[src/ccr_pkg.sv]
// Shared constants, field layouts and types for the charger configuration bank
package ccr_pkg;

  ////////////////////////////////////////////////////////////////////////////
  // Serial link
  localparam logic [6:0] DEV_ADDR = 7'h09;  // Fixed 7-bit device address

  ////////////////////////////////////////////////////////////////////////////
  // Register indices
  localparam logic [7:0] REG_ISC = 8'h00;  // input_source_control
  localparam logic [7:0] REG_POC = 8'h01;  // power_on_configuration
  localparam logic [7:0] REG_CCC = 8'h02;  // charge_current_control
  localparam logic [7:0] REG_PDC = 8'h03;  // precharge_discharge_current
  localparam logic [7:0] REG_CVC = 8'h04;  // charge_voltage_control

  // Power-on values
  localparam logic [7:0] RST_ISC = 8'h07;
  localparam logic [7:0] RST_POC = 8'h0d;
  localparam logic [7:0] RST_CCC = 8'h07;
  localparam logic [7:0] RST_PDC = 8'h1c;
  localparam logic [7:0] RST_CVC = 8'h86;

  // Bit positions of the action bits in power_on_configuration
  localparam int unsigned POC_RESET_BIT = 7;
  localparam int unsigned POC_KICK_BIT = 6;

  // Input current code that leaves the linear ladder
  localparam logic [2:0] IIN_TOP_CODE = 3'h7;

  ////////////////////////////////////////////////////////////////////////////
  // Decode scales, mV or mA
  localparam logic [15:0] VIN_BASE_MV = 16'h0f28;   // 3880
  localparam logic [15:0] VIN_STEP_MV = 16'h0050;   // 80
  localparam logic [15:0] IIN_BASE_MA = 16'h0055;   // 85
  localparam logic [15:0] IIN_STEP_MA = 16'h002d;   // 45
  localparam logic [15:0] IIN_TOP_MA = 16'h01c7;    // 455
  localparam logic [15:0] UVLO_BASE_MV = 16'h0960;  // 2400
  localparam logic [15:0] UVLO_STEP_MV = 16'h0064;  // 100
  localparam logic [15:0] ICC_BASE_MA = 16'h0008;   // 8
  localparam logic [15:0] ICC_STEP_MA = 16'h0011;   // 17
  localparam logic [15:0] DSCH_BASE_MA = 16'h00c8;  // 200
  localparam logic [15:0] DSCH_STEP_MA = 16'h00c8;  // 200
  localparam logic [15:0] PRECHARGE_CURRENT_BASE_MA = 16'h0006;  // 6
  localparam logic [15:0] PRECHARGE_CURRENT_STEP_MA = 16'h0007;  // 7
  localparam logic [15:0] VREG_BASE_MV = 16'h0e10;  // 3600
  localparam logic [15:0] VREG_STEP_MV = 16'h000f;  // 15
  localparam logic [15:0] VPRE_LO_MV = 16'h0af0;    // 2800
  localparam logic [15:0] VPRE_HI_MV = 16'h0bb8;    // 3000
  localparam logic [15:0] RECHARGE_HYSTERESIS_LO_MV = 16'h0096;   // 150
  localparam logic [15:0] RECHARGE_HYSTERESIS_HI_MV = 16'h012c;   // 300

  ////////////////////////////////////////////////////////////////////////////
  // Register layouts
  typedef struct packed {
    logic input_path_off;
    logic [3:0] input_voltage_floor;
    logic [2:0] input_current_cap;
  } ccr_isc_t;

  typedef struct packed {
    logic reg_reset;
    logic host_kick;
    logic [1:0] rsv;
    logic charge_inhibit;
    logic [2:0] battery_undervoltage_threshold;
  } ccr_poc_t;

  typedef struct packed {
    logic [2:0] rsv;
    logic [4:0] fast_charge_current;
  } ccr_ccc_t;

  typedef struct packed {
    logic rsv;
    logic [3:0] discharge_current_cap;
    logic board_overtemp_select;
    logic [1:0] precharge_current;
  } ccr_pdc_t;

  typedef struct packed {
    logic [5:0] battery_regulation_voltage;
    logic precharge_threshold;
    logic recharge_hysteresis;
  } ccr_cvc_t;

  // Whole bank, highest index first
  typedef struct packed {
    ccr_cvc_t cvc;
    ccr_pdc_t pdc;
    ccr_ccc_t ccc;
    ccr_poc_t poc;
    ccr_isc_t isc;
  } ccr_cfg_t;

  localparam ccr_cfg_t CFG_DEFAULT = {RST_CVC, RST_PDC, RST_CCC, RST_POC, RST_ISC};

  // Settings turned into physical units for the analog side
  typedef struct packed {
    logic [15:0] vin_floor_mv;
    logic [15:0] iin_cap_ma;
    logic [15:0] uvlo_mv;
    logic [15:0] icc_ma;
    logic [15:0] idsch_ma;
    logic [15:0] precharge_current_ma;
    logic [15:0] iterm_ma;
    logic [15:0] vreg_mv;
    logic [15:0] vpre_mv;
    logic [15:0] recharge_hysteresis_mv;
    logic ldo_off;
    logic charge_en;
    logic board_otp_en;
  } ccr_dec_t;

  // Serial slave states and byte phases
  typedef enum logic [2:0] {ST_IDLE, ST_RX, ST_ACK, ST_TX, ST_TACK} ccr_state_t;
  typedef enum logic [1:0] {PH_ADDR, PH_PTR, PH_DATA} ccr_phase_t;

endpackage

[src/ccr_config_bank.sv]
// Charger configuration bank behind a two-wire serial slave
`timescale 1ns/10ps
`default_nettype none

// Notes on behaviour
// - Answer only device address 09h
// - Input-off bit opens only input pass path
// - Input floor: 3.88V plus 80mV per code
// - Input cap 85mA+45mA steps, top 455mA
// - Writing reset bit restores all defaults
// - Charge inhibit bit, powers up inhibited
// - Battery undervoltage: 2.4V plus 0.1V steps
// - Fast charge: 8mA plus 17mA steps
// - Discharge cap 200mA steps; host avoids zero
// - Board overtemp protection on when zero
// - Pre-charge 6mA+7mA steps, also termination
// - Regulation 3.60V plus 15mV steps
// - Pre-charge threshold and recharge hysteresis selects
module ccr_config_bank import ccr_pkg::*; (
  input wire logic sys_clk,
  input wire logic rst,
  input wire logic scl_i,
  input wire logic sda_i,
  output logic sda_o,
  output logic sda_oe,
  output ccr_cfg_t cfg_o,
  output ccr_dec_t dec_o,
  output logic host_kick,
  output logic host_mode
);

  ////////////////////////////////////////////////////////////////////////////
  // Pin conditioning

  logic scl_s;  // Filtered clock line
  logic sda_s;  // Filtered data line
  logic scl_prev_q;
  logic sda_prev_q;
  logic scl_rise;
  logic scl_fall;
  logic start_cond;
  logic stop_cond;

  ccr_pin_sync u_scl_sync (
    .sys_clk(sys_clk),
    .rst(rst),
    .pin(scl_i),
    .level(scl_s)
  );

  ccr_pin_sync u_sda_sync (
    .sys_clk(sys_clk),
    .rst(rst),
    .pin(sda_i),
    .level(sda_s)
  );

  // Previous filtered levels for edge detection
  always_ff @(posedge sys_clk or posedge rst) begin
    if (rst) begin
      scl_prev_q <= 1'b1;
      sda_prev_q <= 1'b1;
    end else begin
      scl_prev_q <= scl_s;
      sda_prev_q <= sda_s;
    end
  end

  // Edges and bus conditions; a data change while the clock is high is a start or stop
  assign scl_rise = scl_s & ~scl_prev_q;
  assign scl_fall = ~scl_s & scl_prev_q;
  assign start_cond = scl_s & scl_prev_q & sda_prev_q & ~sda_s;
  assign stop_cond = scl_s & scl_prev_q & ~sda_prev_q & sda_s;

  ////////////////////////////////////////////////////////////////////////////
  // Register storage and read mux

  ccr_cfg_t cfg_q;  // Stored bank
  ccr_cfg_t cfg_d;
  logic kick_q;     // Watchdog kick pulse
  logic kick_d;
  logic mode_q;     // Host mode flag
  logic mode_d;
  logic wr_en;      // One-cycle write strobe from the link
  logic [7:0] wr_addr;
  logic [7:0] wr_data;
  logic [7:0] ptr_q;  // Register pointer
  logic [7:0] rd_byte;

  // Read mux; unmapped indices read zero
  always_comb begin
    if (ptr_q == REG_ISC) begin
      rd_byte = cfg_q.isc;
    end else if (ptr_q == REG_POC) begin
      rd_byte = cfg_q.poc;
    end else if (ptr_q == REG_CCC) begin
      rd_byte = cfg_q.ccc;
    end else if (ptr_q == REG_PDC) begin
      rd_byte = cfg_q.pdc;
    end else if (ptr_q == REG_CVC) begin
      rd_byte = cfg_q.cvc;
    end else begin
      rd_byte = 8'h00;
    end
  end

  // Write handling; reserved bits are simply stored
  always_comb begin
    cfg_d = cfg_q;
    kick_d = 1'b0;
    mode_d = mode_q;
    if (wr_en) begin
      // Any write except a register reset moves the device into host mode
      mode_d = 1'b1;
      if (wr_addr == REG_ISC) begin
        cfg_d.isc = ccr_isc_t'(wr_data);
      end else if (wr_addr == REG_POC) begin
        if (wr_data[POC_RESET_BIT]) begin
          // Full return to defaults, back to default mode
          cfg_d = CFG_DEFAULT;
          mode_d = 1'b0;
        end else begin
          // Action bits never stay set
          cfg_d.poc = ccr_poc_t'(wr_data);
          cfg_d.poc.reg_reset = 1'b0;
          cfg_d.poc.host_kick = 1'b0;
          kick_d = wr_data[POC_KICK_BIT];
        end
      end else if (wr_addr == REG_CCC) begin
        cfg_d.ccc = ccr_ccc_t'(wr_data);
      end else if (wr_addr == REG_PDC) begin
        cfg_d.pdc = ccr_pdc_t'(wr_data);
      end else if (wr_addr == REG_CVC) begin
        cfg_d.cvc = ccr_cvc_t'(wr_data);
      end
    end
  end

  // Bank registers; power-on values include charge inhibited
  always_ff @(posedge sys_clk or posedge rst) begin
    if (rst) begin
      cfg_q <= CFG_DEFAULT;
      kick_q <= 1'b0;
      mode_q <= 1'b0;
    end else begin
      cfg_q <= cfg_d;
      kick_q <= kick_d;
      mode_q <= mode_d;
    end
  end

  ////////////////////////////////////////////////////////////////////////////
  // Physical decode, registered

  ccr_dec_t dec_w;
  ccr_dec_t dec_q;

  ccr_field_decode u_decode (
    .cfg(cfg_q),
    .dec(dec_w)
  );

  // Decoded settings held in flops
  always_ff @(posedge sys_clk or posedge rst) begin
    if (rst) begin
      dec_q <= '0;
    end else begin
      dec_q <= dec_w;
    end
  end

  ////////////////////////////////////////////////////////////////////////////
  // Serial slave

  ccr_state_t state_q;
  ccr_state_t state_d;
  ccr_phase_t phase_q;  // Which byte is being received
  ccr_phase_t phase_d;
  logic [7:0] sr_q;     // Shift register
  logic [7:0] sr_d;
  logic [2:0] cnt_q;    // Bit count
  logic [2:0] cnt_d;
  logic full_q;         // Eighth bit taken
  logic full_d;
  logic rw_q;           // Read requested
  logic rw_d;
  logic nack_q;         // Master refused next byte
  logic nack_d;
  logic oe_q;           // Pulling the data line low
  logic oe_d;
  logic [7:0] ptr_d;

  // Next state; start and stop win from any state
  always_comb begin
    state_d = state_q;
    phase_d = phase_q;
    sr_d = sr_q;
    cnt_d = cnt_q;
    full_d = full_q;
    rw_d = rw_q;
    nack_d = nack_q;
    oe_d = oe_q;
    ptr_d = ptr_q;
    wr_en = 1'b0;
    wr_addr = ptr_q;
    wr_data = sr_q;
    if (stop_cond) begin
      state_d = ST_IDLE;
      oe_d = 1'b0;
    end else if (start_cond) begin
      // Start or repeated start: expect an address
      state_d = ST_RX;
      phase_d = PH_ADDR;
      cnt_d = 3'h0;
      full_d = 1'b0;
      oe_d = 1'b0;
    end else begin
      case (state_q)
        ST_RX: begin
          if (scl_rise) begin
            // Sample data while the clock is high
            sr_d = {sr_q[6:0], sda_s};
            cnt_d = cnt_q + 3'h1;
            full_d = (cnt_q == 3'h7);
          end else if (scl_fall && full_q) begin
            full_d = 1'b0;
            state_d = ST_ACK;
            oe_d = 1'b1;
            case (phase_q)
              PH_ADDR: begin
                if (sr_q[7:1] == DEV_ADDR) begin
                  rw_d = sr_q[0];
                end else begin
                  // Not ours: stay off the bus until the next start
                  state_d = ST_IDLE;
                  oe_d = 1'b0;
                end
              end
              PH_PTR: begin
                ptr_d = sr_q;
              end
              default: begin
                // Data byte: write and advance the pointer
                wr_en = 1'b1;
                ptr_d = ptr_q + 8'h01;
              end
            endcase
          end
        end
        ST_ACK: begin
          if (scl_fall) begin
            cnt_d = 3'h0;
            if (phase_q == PH_ADDR && rw_q) begin
              // Read: present the first bit at once
              state_d = ST_TX;
              sr_d = rd_byte;
              ptr_d = ptr_q + 8'h01;
              oe_d = ~rd_byte[7];
            end else begin
              state_d = ST_RX;
              phase_d = (phase_q == PH_ADDR) ? PH_PTR : PH_DATA;
              oe_d = 1'b0;
            end
          end
        end
        ST_TX: begin
          if (scl_fall) begin
            cnt_d = cnt_q + 3'h1;
            sr_d = {sr_q[6:0], 1'b0};
            if (cnt_q == 3'h7) begin
              // Release for the master's answer
              state_d = ST_TACK;
              oe_d = 1'b0;
            end else begin
              oe_d = ~sr_q[6];
            end
          end
        end
        ST_TACK: begin
          if (scl_rise) begin
            nack_d = sda_s;
          end else if (scl_fall) begin
            cnt_d = 3'h0;
            if (nack_q) begin
              state_d = ST_IDLE;
            end else begin
              // Acknowledged: send the next register
              state_d = ST_TX;
              sr_d = rd_byte;
              ptr_d = ptr_q + 8'h01;
              oe_d = ~rd_byte[7];
            end
          end
        end
        default: begin
          oe_d = 1'b0;
        end
      endcase
    end
  end

  // Link state registers
  always_ff @(posedge sys_clk or posedge rst) begin
    if (rst) begin
      state_q <= ST_IDLE;
      phase_q <= PH_ADDR;
      sr_q <= 8'h00;
      cnt_q <= 3'h0;
      full_q <= 1'b0;
      rw_q <= 1'b0;
      nack_q <= 1'b0;
      oe_q <= 1'b0;
      ptr_q <= 8'h00;
    end else begin
      state_q <= state_d;
      phase_q <= phase_d;
      sr_q <= sr_d;
      cnt_q <= cnt_d;
      full_q <= full_d;
      rw_q <= rw_d;
      nack_q <= nack_d;
      oe_q <= oe_d;
      ptr_q <= ptr_d;
    end
  end

  // Open-drain: the driven level is always low
  logic sda_o_q;
  always_ff @(posedge sys_clk or posedge rst) begin
    if (rst) begin
      sda_o_q <= 1'b0;
    end else begin
      sda_o_q <= 1'b0;
    end
  end

  // Outputs, all from flops
  assign sda_o = sda_o_q;
  assign sda_oe = oe_q;
  assign cfg_o = cfg_q;
  assign dec_o = dec_q;
  assign host_kick = kick_q;
  assign host_mode = mode_q;

  logic addr_byte;
  assign addr_byte = state_q == ST_RX && phase_q == PH_ADDR && scl_fall && full_q && !start_cond && !stop_cond;
endmodule
`default_nettype wire

[src/ccr_pin_sync.sv]
// Three-stage pin synchroniser with agreement filter
`timescale 1ns/10ps
`default_nettype none

module ccr_pin_sync (
  input wire logic sys_clk,
  input wire logic rst,
  input wire logic pin,
  output logic level
);

  logic [2:0] stage_q;  // Stage 0 meets the pin
  logic [2:0] stage_d;
  logic level_q;        // Accepted level
  logic level_d;

  // Shift the pin in; accept a change once stages 1 and 2 agree
  always_comb begin
    stage_d = {stage_q[1:0], pin};
    level_d = level_q;
    if (stage_q[1] == stage_q[2]) begin
      level_d = stage_q[2];
    end
  end

  // Idle bus level is high
  always_ff @(posedge sys_clk or posedge rst) begin
    if (rst) begin
      stage_q <= 3'h7;
      level_q <= 1'b1;
    end else begin
      stage_q <= stage_d;
      level_q <= level_d;
    end
  end

  assign level = level_q;

endmodule
`default_nettype wire

[src/ccr_field_decode.sv]
// Turns stored register codes into physical settings
`timescale 1ns/10ps
`default_nettype none

module ccr_field_decode import ccr_pkg::*; (
  input wire ccr_cfg_t cfg,
  output ccr_dec_t dec
);

  // Each ladder field is a base plus a binary weighted step; the two selects pick one of two fixed values
  always_comb begin
    dec = '0;
    dec.vin_floor_mv = VIN_BASE_MV + VIN_STEP_MV * 16'(cfg.isc.input_voltage_floor);
    // Top code jumps above the ladder
    if (cfg.isc.input_current_cap == IIN_TOP_CODE) begin
      dec.iin_cap_ma = IIN_TOP_MA;
    end else begin
      dec.iin_cap_ma = IIN_BASE_MA + IIN_STEP_MA * 16'(cfg.isc.input_current_cap);
    end
    dec.uvlo_mv = UVLO_BASE_MV + UVLO_STEP_MV * 16'(cfg.poc.battery_undervoltage_threshold);
    dec.icc_ma = ICC_BASE_MA + ICC_STEP_MA * 16'(cfg.ccc.fast_charge_current);
    dec.idsch_ma = DSCH_BASE_MA + DSCH_STEP_MA * 16'(cfg.pdc.discharge_current_cap);
    // Same setting drives pre-charge and termination
    dec.precharge_current_ma = PRECHARGE_CURRENT_BASE_MA + PRECHARGE_CURRENT_STEP_MA * 16'(cfg.pdc.precharge_current);
    dec.iterm_ma = dec.precharge_current_ma;
    dec.vreg_mv = VREG_BASE_MV + VREG_STEP_MV * 16'(cfg.cvc.battery_regulation_voltage);
    dec.vpre_mv = cfg.cvc.precharge_threshold ? VPRE_HI_MV : VPRE_LO_MV;
    dec.recharge_hysteresis_mv = cfg.cvc.recharge_hysteresis ? RECHARGE_HYSTERESIS_HI_MV : RECHARGE_HYSTERESIS_LO_MV;
    // Only the input pass device; battery path untouched
    dec.ldo_off = cfg.isc.input_path_off;
    dec.charge_en = ~cfg.poc.charge_inhibit;
    dec.board_otp_en = ~cfg.pdc.board_overtemp_select;
  end

endmodule
`default_nettype wire

[config.mk]
export PLATFORM = sky130hd
export DESIGN_NAME = ccr_config_bank
export DESIGN_NICKNAME = d
export VERILOG_FILES = /design/src/ccr_pkg.sv /design/src/ccr_config_bank.sv /design/src/ccr_pin_sync.sv /design/src/ccr_field_decode.sv
export SDC_FILE = /design/constraint.sdc
export NUM_CORES = 1
export LEC_CHECK = 0
export BUFFER_PORTS_ARGS = -buffer_cell sky130_fd_sc_hd__clkbuf_2
export CAP_MARGIN = 20
export CORE_MARGIN = 1
export CORE_UTILIZATION = 49
export CTS_CLUSTER_SIZE = 14
export DETAILED_ROUTE_END_ITERATION = 6
export PLACE_DENSITY = 0.75
export SLEW_MARGIN = 20
export SYNTH_ARGS = -nofsm -noshare
export SYNTH_HDL_FRONTEND = slang
export SYNTH_SLANG_ARGS = --single-unit
[constraint.sdc]
create_clock -name sys_clk -period 5.3 [get_ports sys_clk]
set_clock_uncertainty 0.2 [all_clocks]
set_input_delay 0.795 -clock sys_clk [delete_from_list [all_inputs] [get_ports sys_clk]]
set_output_delay 0.795 -clock sys_clk [all_outputs]
set_load 0.01 [all_outputs]
==> run summary, run 1 <==
Unrepaired setup endpoints after global routing -> no
Sequential cell area fraction in the yosys report -> 43.0%
Total wire length after detailed routing -> 18.7 mm
Nets -> 1034
TritonCTS clock tree -> yes
FF+latch count, synth -> 152
DIE HEIGHT -> 137 µm
Number of ports placed on the die boundary -> 211
Hold Fails Final Rpt -> 0
Clock H-tree levels -> 4
Family with the most delay on the worst path -> adder cells
Max stage delay cell, worst path -> sky130_fd_sc_hd__dfstp_2
Vias per cell -> 5.18
Remaining antenna violation count after routing -> 0
Post-Place Setup Slack -> 1.68 ns
Synthesized netlist cell count -> 840
First-pass iteration count of the detailed router -> 5
Setup violations, final -> 0
Routed wirelength normalized by instance count -> 15.8 µm
Worst-case hold slack -> 0.155 ns
Clock buffer count from CTS -> 17
Wire length of the first global-routing pass -> 30.1 mm
Time the worst path needs with I/O delays and setup -> 3.62 ns
Antenna cell count -> 0
Hold bufs inserted after CTS -> 0
Arrival time of the worst setup path -> 3.75 ns
Path type of the worst min-delay path -> reg2reg
Placement Rows -> 48
Maximum clock frequency -> 276 MHz
Mean area per synthesized cell -> 10.6 µm²
Leakage power -> 0.00507 µW
M1 WL -> 8.27 mm
Endpoint class of the critical path -> flop
Power per unit of standard cell area -> 267 nW/µm²
Maximum number of pins on one net before global-route repair -> 67
Synth warn -> 0
CP startpoint kind -> flop
Max Root-Sink Buffers -> 2
Combined global-route utilization of all metal layers -> 21.1%
Met3 WL post-DR -> 1.37 mm
Maximum Capacitance Violations -> 0
Share of synthesized flip-flops with an asynchronous set or reset -> 100%
Initial core utilization -> 50.9%
Worst Setup Path Type -> reg2reg
Sum of negative setup slack -> 0 ns
Crit-path most repeated cell -> sky130_fd_sc_hd__fa_1
Worst path required time -> 5.43 ns
Area added between synthesis and finish -> 11.1%
Weighted congestion reported at the end of routability-driven placement -> 0.900
DIE WIDTH -> 137 µm
Number of DRC violations after detailed routing -> 0
Clock-pin slew of the registers on the worst-case setup and hold paths -> 0.06 ns
Number of global-route vias before repair -> 5771
Resized cells post-CTS -> 0
Slowest cell delay on critical path -> 0.62 ns
Main synth FF type -> sky130_fd_sc_hd__dfrtp_1
Share of final-layout standard cells stronger than drive strength 1 -> 26.1%
Final worst-path setup slack -> 1.68 ns
Latest clock arrival within the worst-skew pair -> 0.43 ns
Buf+Inv Stages, Crit Path -> 1
Placeable Area -> 17500 µm²
TritonCTS Sinks -> 152
Amount of wire on met2 after detailed routing -> 8.65 mm
Number of distinct library cell variants in the gate-level netlist after synthesis -> 80
HPWL after detailed placement -> 13.3 mm
Highest Signal Layer -> met4
Floorplan die area -> 18800 µm²
I/O Buffers -> 135
Slew of the pin with the lowest slew margin -> 0.947 ns
Initial DRC count -> 431
Cells traversed along the worst timing path -> fa_1 > fa_1 > fa_1 > inv_1 > fa_1 > nor2b_1 > o21a_1 > o21ai_0 > nor4b_1 > a311oi_1
Via count -> 6110
Final number of max-transition violations -> 0
Number of setup buffers added after CTS -> 0
Mapped cell area -> 8930 µm²
Root Buffer -> sky130_fd_sc_hd__clkbuf_16
Worst-case headroom to the max-slew limit -> 36.8%
Largest vdd supply drop -> 0.000237 V
Result of the run -> completed
Number of flops mapped to enable cells by yosys -> 0
Worst Path Max Fanout -> 7
Antenna violations before repair -> 0
Final cycle utilization of the critical path -> 68.4%
Overflow left after global routing -> 0
## through the flow
step	util (%)	cells	total power [µW]	cell area, µm²
finish	56.6	1180	2650	9920
global route	56.6	1180	2740	9920
CTS	56.6	1180	2680	9920
detailed placement	52.9	1148	1350	9280
global placement	52.9	1148	1340	9280
floorplan	-	914	1360	9210
## Yosys cell counts, types with 5 or more instances
cell | count | share of area, %
sky130_fd_sc_hd__dfrtp_1 | 127 | 36
sky130_fd_sc_hd__buf_4 | 106 | 8.9
sky130_fd_sc_hd__ha_1 | 75 | 11
sky130_fd_sc_hd__inv_1 | 58 | 2.4
sky130_fd_sc_hd__nand2_1 | 54 | 2.3
sky130_fd_sc_hd__nor2_1 | 39 | 1.6
sky130_fd_sc_hd__a21oi_1 | 35 | 2.0
sky130_fd_sc_hd__o21ai_0 | 27 | 1.5
sky130_fd_sc_hd__dfstp_2 | 25 | 7.4
sky130_fd_sc_hd__mux2_2 | 22 | 2.8
sky130_fd_sc_hd__xnor2_1 | 19 | 1.9
sky130_fd_sc_hd__nor2b_1 | 18 | 1.3
sky130_fd_sc_hd__nand3_1 | 16 | 0.90
sky130_fd_sc_hd__clkbuf_1 | 15 | 0.63
sky130_fd_sc_hd__fa_1 | 13 | 2.9
sky130_fd_sc_hd__nor3_1 | 13 | 0.73
sky130_fd_sc_hd__xor2_1 | 13 | 1.3
sky130_fd_sc_hd__a22o_1 | 11 | 1.1
sky130_fd_sc_hd__a31oi_1 | 11 | 0.77
sky130_fd_sc_hd__mux2_4 | 10 | 1.7
sky130_fd_sc_hd__nand2b_1 | 10 | 0.70
sky130_fd_sc_hd__a21o_1 | 9 | 0.76
sky130_fd_sc_hd__and3_1 | 7 | 0.49
sky130_fd_sc_hd__nor3b_1 | 7 | 0.59
sky130_fd_sc_hd__a211oi_1 | 6 | 0.50
sky130_fd_sc_hd__buf_2 | 5 | 0.28
sky130_fd_sc_hd__or2_2 | 5 | 0.35
## per-layer routing
metal / global-route usage, % / vias up
met3: 5.19 / 25
met2: 33.1 / 251
met1: 27.7 / 2940
met4: 8.61 / 0
li1: - / 2894
met5: 0 / -
## power breakdown
group	switching (µW)	leakage, µW	internal [µW]	total, µW
Sequential	29.9	0.00189	1180	1210
Combinational	84.2	0.00286	33.3	118
Clock	475	0.000313	844	1320
## cell type report
type                       instances  area [µm²]
clock buffer                      19         443
clock inverter                    13         199
fill                            1509        7610
inverter                          58         223
multi-input combinational        575        4240
sequential                       152        3830
tap                              225         282
timing repair buffer             138         698
## path summary, 6_finish.rpt
path / slack (ns) / startpoint / cells after the start / end
max in group asynchronous: 3.62 / rst / 3 / cfg_o[29]$_DFFE_PP0P_
worst min-delay path: 0.15 / u_scl_sync.stage_q[0]$_DFF_PP1_ / 0 / u_scl_sync.stage_q[1]$_DFF_PP1_
worst max register to register: 1.68 / cfg_o[34]$_DFFE_PP1P_ / 10 / dec_o[44]$_DFF_PP0_
worst max-delay path: 1.68 / cfg_o[34]$_DFFE_PP1P_ / 10 / dec_o[44]$_DFF_PP0_
worst min register to register: 0.15 / u_scl_sync.stage_q[0]$_DFF_PP1_ / 0 / u_scl_sync.stage_q[1]$_DFF_PP1_
min in group asynchronous: 0.21 / rst / 2 / dec_o[134]$_DFF_PP0_
## cell families (layout without fill, tap and decap cells)
logic type / Yosys count / count (layout) / share of synthesized area (%)
AO/OA/AOI/OAI: 143 / 143 / 10.8
XOR/XNOR: 32 / 32 / 3.14
adder cells (fa/ha/maj): 90 / 90 / 13.6
buffers and inverters: 187 / 228 / 12.6
flip-flops: 152 / 152 / 43.0
multiplexers: 35 / 35 / 4.79
other: 2 / 76 / 0.0841
AND/OR/NAND/NOR: 199 / 199 / 12.0
## state kept, by name, summed over array words and instances, names as in the netlist, 2 cells and up
| signal | cells |
|---|---|
| cfg_o | 38 |
| cnt_q | 3 |
| dec_o | 74 |
| phase_q | 2 |
| ptr_q | 8 |
| sr_q | 8 |
| state_q | 3 |
| u_scl_sync.stage_q | 3 |
| u_sda_sync.stage_q | 3 |
## cells in the final DEF (no fill, tap or decap), types with 18 or more instances in the layout
| master | instances |
|---|---|
| sky130_fd_sc_hd__mux2_2 | 22 |
| sky130_fd_sc_hd__conb_1 | 76 |
| sky130_fd_sc_hd__inv_1 | 57 |
| sky130_fd_sc_hd__dfstp_2 | 25 |
| sky130_fd_sc_hd__xnor2_1 | 19 |
| sky130_fd_sc_hd__dfrtp_1 | 127 |
| sky130_fd_sc_hd__nor2_1 | 39 |
| sky130_fd_sc_hd__nor2b_1 | 18 |
| sky130_fd_sc_hd__a21oi_1 | 35 |
| sky130_fd_sc_hd__clkbuf_2 | 135 |
| sky130_fd_sc_hd__o21ai_0 | 27 |
| sky130_fd_sc_hd__ha_1 | 75 |
| sky130_fd_sc_hd__nand2_1 | 54 |
## worst register-to-register path, stage by stage (launching register included)
cell	delay (ns)
sky130_fd_sc_hd__dfstp_2	0.62
sky130_fd_sc_hd__fa_1	0.47
sky130_fd_sc_hd__fa_1	0.40
sky130_fd_sc_hd__fa_1	0.52
sky130_fd_sc_hd__inv_1	0.07
sky130_fd_sc_hd__fa_1	0.46
sky130_fd_sc_hd__nor2b_1	0.14
sky130_fd_sc_hd__o21a_1	0.13
sky130_fd_sc_hd__o21ai_0	0.11
sky130_fd_sc_hd__nor4b_1	0.17
sky130_fd_sc_hd__a311oi_1	0.24
(Power assumes the default switching activity.)
==> run 2, diff against run 1 <==
--- a/config.mk
+++ b/config.mk
@@ -5,13 +5,14 @@
 export SDC_FILE = /design/constraint.sdc
 export NUM_CORES = 1
 export LEC_CHECK = 0
+export ABC_AREA = 1
 export BUFFER_PORTS_ARGS = -buffer_cell sky130_fd_sc_hd__clkbuf_2
 export CAP_MARGIN = 20
 export CORE_MARGIN = 1
-export CORE_UTILIZATION = 49
+export CORE_UTILIZATION = 55
 export CTS_CLUSTER_SIZE = 14
 export DETAILED_ROUTE_END_ITERATION = 6
-export PLACE_DENSITY = 0.75
+export PLACE_DENSITY = 0.8
 export SLEW_MARGIN = 20
 export SYNTH_ARGS = -nofsm -noshare
 export SYNTH_HDL_FRONTEND = slang
==> constraint.sdc (replaced) <==
create_clock -name sys_clk -period 3.65 [get_ports sys_clk]
set_clock_uncertainty 0.2 [all_clocks]
set_input_delay 0.5475 -clock sys_clk [delete_from_list [all_inputs] [get_ports sys_clk]]
set_output_delay 0.5475 -clock sys_clk [all_outputs]
set_load 0.01 [all_outputs]
==> run 2 against run 1 <==
  * Count of clock-buffer cells in the layout unchanged
  * Sequential power up 67%
  * Combinational power rose to 14 times the previous value
  * Fmax up 4.4%
  * Hold slack better by 0.00095 ns
  * Critical path depth down 1
  * Utilization up 6.1 points
  * Critical path type unchanged
  * Non-clock buffer count up 4
==> run summary, run 2 <==
Result of the run -> completed
Sequential cell area fraction in the yosys report -> 43.1%
Clock H-tree levels -> 4
Leading cell type in the layout, fill and taps excluded -> sky130_fd_sc_hd__nand2_1
Number of setup buffers added after CTS -> 0
Latest clock arrival within the worst-skew pair -> 0.43 ns
HPWL after detailed placement -> 12.8 mm
Clock-pin slew of the registers on the worst-case setup and hold paths -> 0.06 ns
Floorplan die area -> 16700 µm²
Power per unit of standard cell area -> 537 nW/µm²
Maximum Capacitance Violations -> 0
Share of final-layout standard cells stronger than drive strength 1 -> 23.4%
Synth warn -> 0
Area added between synthesis and finish -> 11.4%
Remaining antenna violation count after routing -> 0
Maximum clock frequency -> 288 MHz
Cells traversed along the worst timing path -> fa_1 > fa_1 > fa_1 > inv_1 > fa_1 > o21ai_1 > a21oi_1 > o21bai_1 > a21boi_0
Weighted congestion reported at the end of routability-driven placement -> 0.900
Post-synth top area share -> 35.7%
Share of synthesized flip-flops with an asynchronous set or reset -> 100%
Wire length of the first global-routing pass -> 28.4 mm
Ranking of synthesized cells by instance count -> sky130_fd_sc_hd__nand2_1, sky130_fd_sc_hd__dfrtp_1, sky130_fd_sc_hd__buf_4
Slew of the pin with the lowest slew margin -> 0.566 ns
Most frequently used cell type in the post-synthesis netlist -> sky130_fd_sc_hd__nand2_1
Initial DRC count -> 378
Initial core utilization -> 56.3%
Post-route insts no fill -> 1299
Mapped cell area -> 8900 µm²
Leading cell types in the layout, fill and taps excluded -> sky130_fd_sc_hd__nand2_1, sky130_fd_sc_hd__clkbuf_2, sky130_fd_sc_hd__dfrtp_1
Root Buffer -> sky130_fd_sc_hd__clkbuf_16
Number of DRC violations after detailed routing -> 0
CP startpoint kind -> flop
End of the worst register-to-register path -> dec_o[46]$_DFF_PP0_
Worst-case hold slack -> 0.156 ns
Launching element of the worst setup path -> cfg_o[34]$_DFFE_PP1P_
Routed wirelength normalized by instance count -> 13.5 µm
TritonCTS clock tree -> yes
Final number of max-transition violations -> 0
Final cycle utilization of the critical path -> 95.1%
Setup violations, final -> 0
Final Total Pwr -> 5320 µW
Worst-case headroom to the max-slew limit -> 62.1%
Max stage delay cell, worst path -> sky130_fd_sc_hd__dfstp_2
Met3 WL post-DR -> 975 µm
Crit-path most repeated cell -> sky130_fd_sc_hd__fa_1
Worst Reg2Reg Path Length in Cells -> 9
Time the worst path needs with I/O delays and setup -> 3.47 ns
Vias per cell -> 4.91
Max Root-Sink Buffers -> 2
Hold Fails Final Rpt -> 0
FF+latch count, synth -> 152
I/O Buffers -> 135
Main synth FF type -> sky130_fd_sc_hd__dfrtp_1
Worst path required time -> 3.75 ns
Overflow left after global routing -> 0
Placement Rows -> 46
Synthesized netlist cell count -> 952
Timing endpoint of the critical path -> dec_o[46]$_DFF_PP0_
Most area-hungry cell type in the Yosys netlist -> sky130_fd_sc_hd__dfrtp_1
Cell count after placement -> 1265
Via count -> 6383
Largest register FFs -> 74
Util after Layout -> 62.7%
Number of flops mapped to enable cells by yosys -> 0
Endpoint class of the critical path -> flop
Highest Signal Layer -> met4
Largest vdd supply drop -> 0.000412 V
Leakage power -> 0.00534 µW
Number of distinct library cell variants in the gate-level netlist after synthesis -> 53
M1 WL -> 7.53 mm
Worst Setup Path Type -> reg2reg
Clock buffer count from CTS -> 17
Path type of the worst min-delay path -> reg2reg
Maximum number of pins on one net before global-route repair -> 77
Nets -> 1163
Antenna violations before repair -> 0
Mean area per synthesized cell -> 9.35 µm²
Unrepaired setup endpoints after global routing -> no
Worst Path Max Fanout -> 7
Amount of wire on met2 after detailed routing -> 8.65 mm
Placeable Area -> 15800 µm²
Antenna cell count -> 0
Number of ports placed on the die boundary -> 211
Total wire length after detailed routing -> 17.5 mm
Arrival time of the worst setup path -> 3.57 ns
Number of global-route vias before repair -> 5845
Combined global-route utilization of all metal layers -> 21.9%
DIE WIDTH -> 129 µm
TritonCTS Sinks -> 152
Launch instance of the worst register-to-register path -> cfg_o[34]$_DFFE_PP1P_
Slowest cell delay on critical path -> 0.62 ns
Flop-to-flop setup slack -> 0.18 ns
Count of filler cells inserted in the layout -> 1280
Synth top area cells -> sky130_fd_sc_hd__dfrtp_1, sky130_fd_sc_hd__ha_1, sky130_fd_sc_hd__buf_4
DIE HEIGHT -> 129 µm
First-pass iteration count of the detailed router -> 5
Sum of negative setup slack -> 0 ns
run 2: what timing repair did:
action | in CTS | in global routing
endpoints found under the hold margin | 4 | 0
endpoints found under the setup margin | 0 | 2
hold buffers | 3 | 0
gates resized for setup | 0 | 1
run 2: layer usage:
layer / vias up / track usage, %
li1: 3117 / -
met1: 3006 / 27.8
met2: 231 / 37.3
met3: 29 / 3.76
met4: 0 / 8.65
met5: - / 0
run 2: cell families (layout without fill, tap and decap cells):
family | after synthesis | in the layout | synth area share [%]
and+or+nand+nor | 324 | 324 | 16.9
buffers and inverters | 228 | 285 | 14.6
DFF | 152 | 152 | 43.1
AOI/OAI and AO/OA | 128 | 128 | 8.91
adders and majority gates | 90 | 90 | 13.7
xor gates and xnor gates | 28 | 28 | 2.75
other | 2 | 76 | 0.0843
run 2: power by group:
group | internal, µW | switching [µW] | leakage, µW | total, µW
Sequential | 1840 | 175 | 0.00185 | 2020
Combinational | 446 | 1150 | 0.00321 | 1600
Clock | 1020 | 688 | 0.000275 | 1710
Total | 3310 | 2020 | 0.00534 | 5320
run 2: layout make-up:
| cell class | instances | area, µm² | share of cell area (%) |
|---|---|---|---|
| Sequential cell | 152 | 3830 | 38.7 |
| Timing Repair Buffer | 142 | 761 | 7.67 |
| Tap cell | 216 | 270 | 2.73 |
| Clock inverter | 12 | 129 | 1.30 |
| Multi-Input combinational cell | 646 | 4050 | 40.8 |
| Inverter | 112 | 430 | 4.34 |
| Clock buffer | 19 | 443 | 4.47 |
run 2: worst min-delay path by stage:
| stage | depth (start not counted) | slack [ns] | start | to |
|---|---|---|---|---|
| 6_report | 0 | 0.16 | u_scl_sync.stage_q[0]$_DFF_PP1_ | u_scl_sync.stage_q[1]$_DFF_PP1_ |
| 5_1_grt | 0 | 0.16 | u_scl_sync.stage_q[0]$_DFF_PP1_ | u_scl_sync.stage_q[1]$_DFF_PP1_ |
| 4_1_cts | 0 | 0.16 | u_scl_sync.stage_q[0]$_DFF_PP1_ | u_scl_sync.stage_q[1]$_DFF_PP1_ |
| 3_5_place_dp | 0 | 0.15 | u_scl_sync.stage_q[0]$_DFF_PP1_ | u_scl_sync.stage_q[1]$_DFF_PP1_ |
| 3_3_place_gp | 0 | 0.15 | u_sda_sync.stage_q[0]$_DFF_PP1_ | u_sda_sync.stage_q[1]$_DFF_PP1_ |
| 2_1_floorplan | 0 | 0.15 | u_scl_sync.stage_q[0]$_DFF_PP1_ | u_scl_sync.stage_q[1]$_DFF_PP1_ |
run 2: stage by stage:
step | instance area [µm²] | setup WS, ns
floorplan | 9190 | 0.293
global placement | 9320 | 0.158
detailed placement | 9320 | 0.105
CTS | 9920 | 0.0926
global route | 9920 | 0.0257
finish | 9920 | 0.179
run 2: worst max-delay path, delay by kind of cell (launching register included):
family | cells | cell delay [ns]
adders and majority gates | 4 | 1.82
AOI/OAI and AO/OA | 4 | 0.63
DFF | 1 | 0.62
buffers and inverters | 1 | 0.07
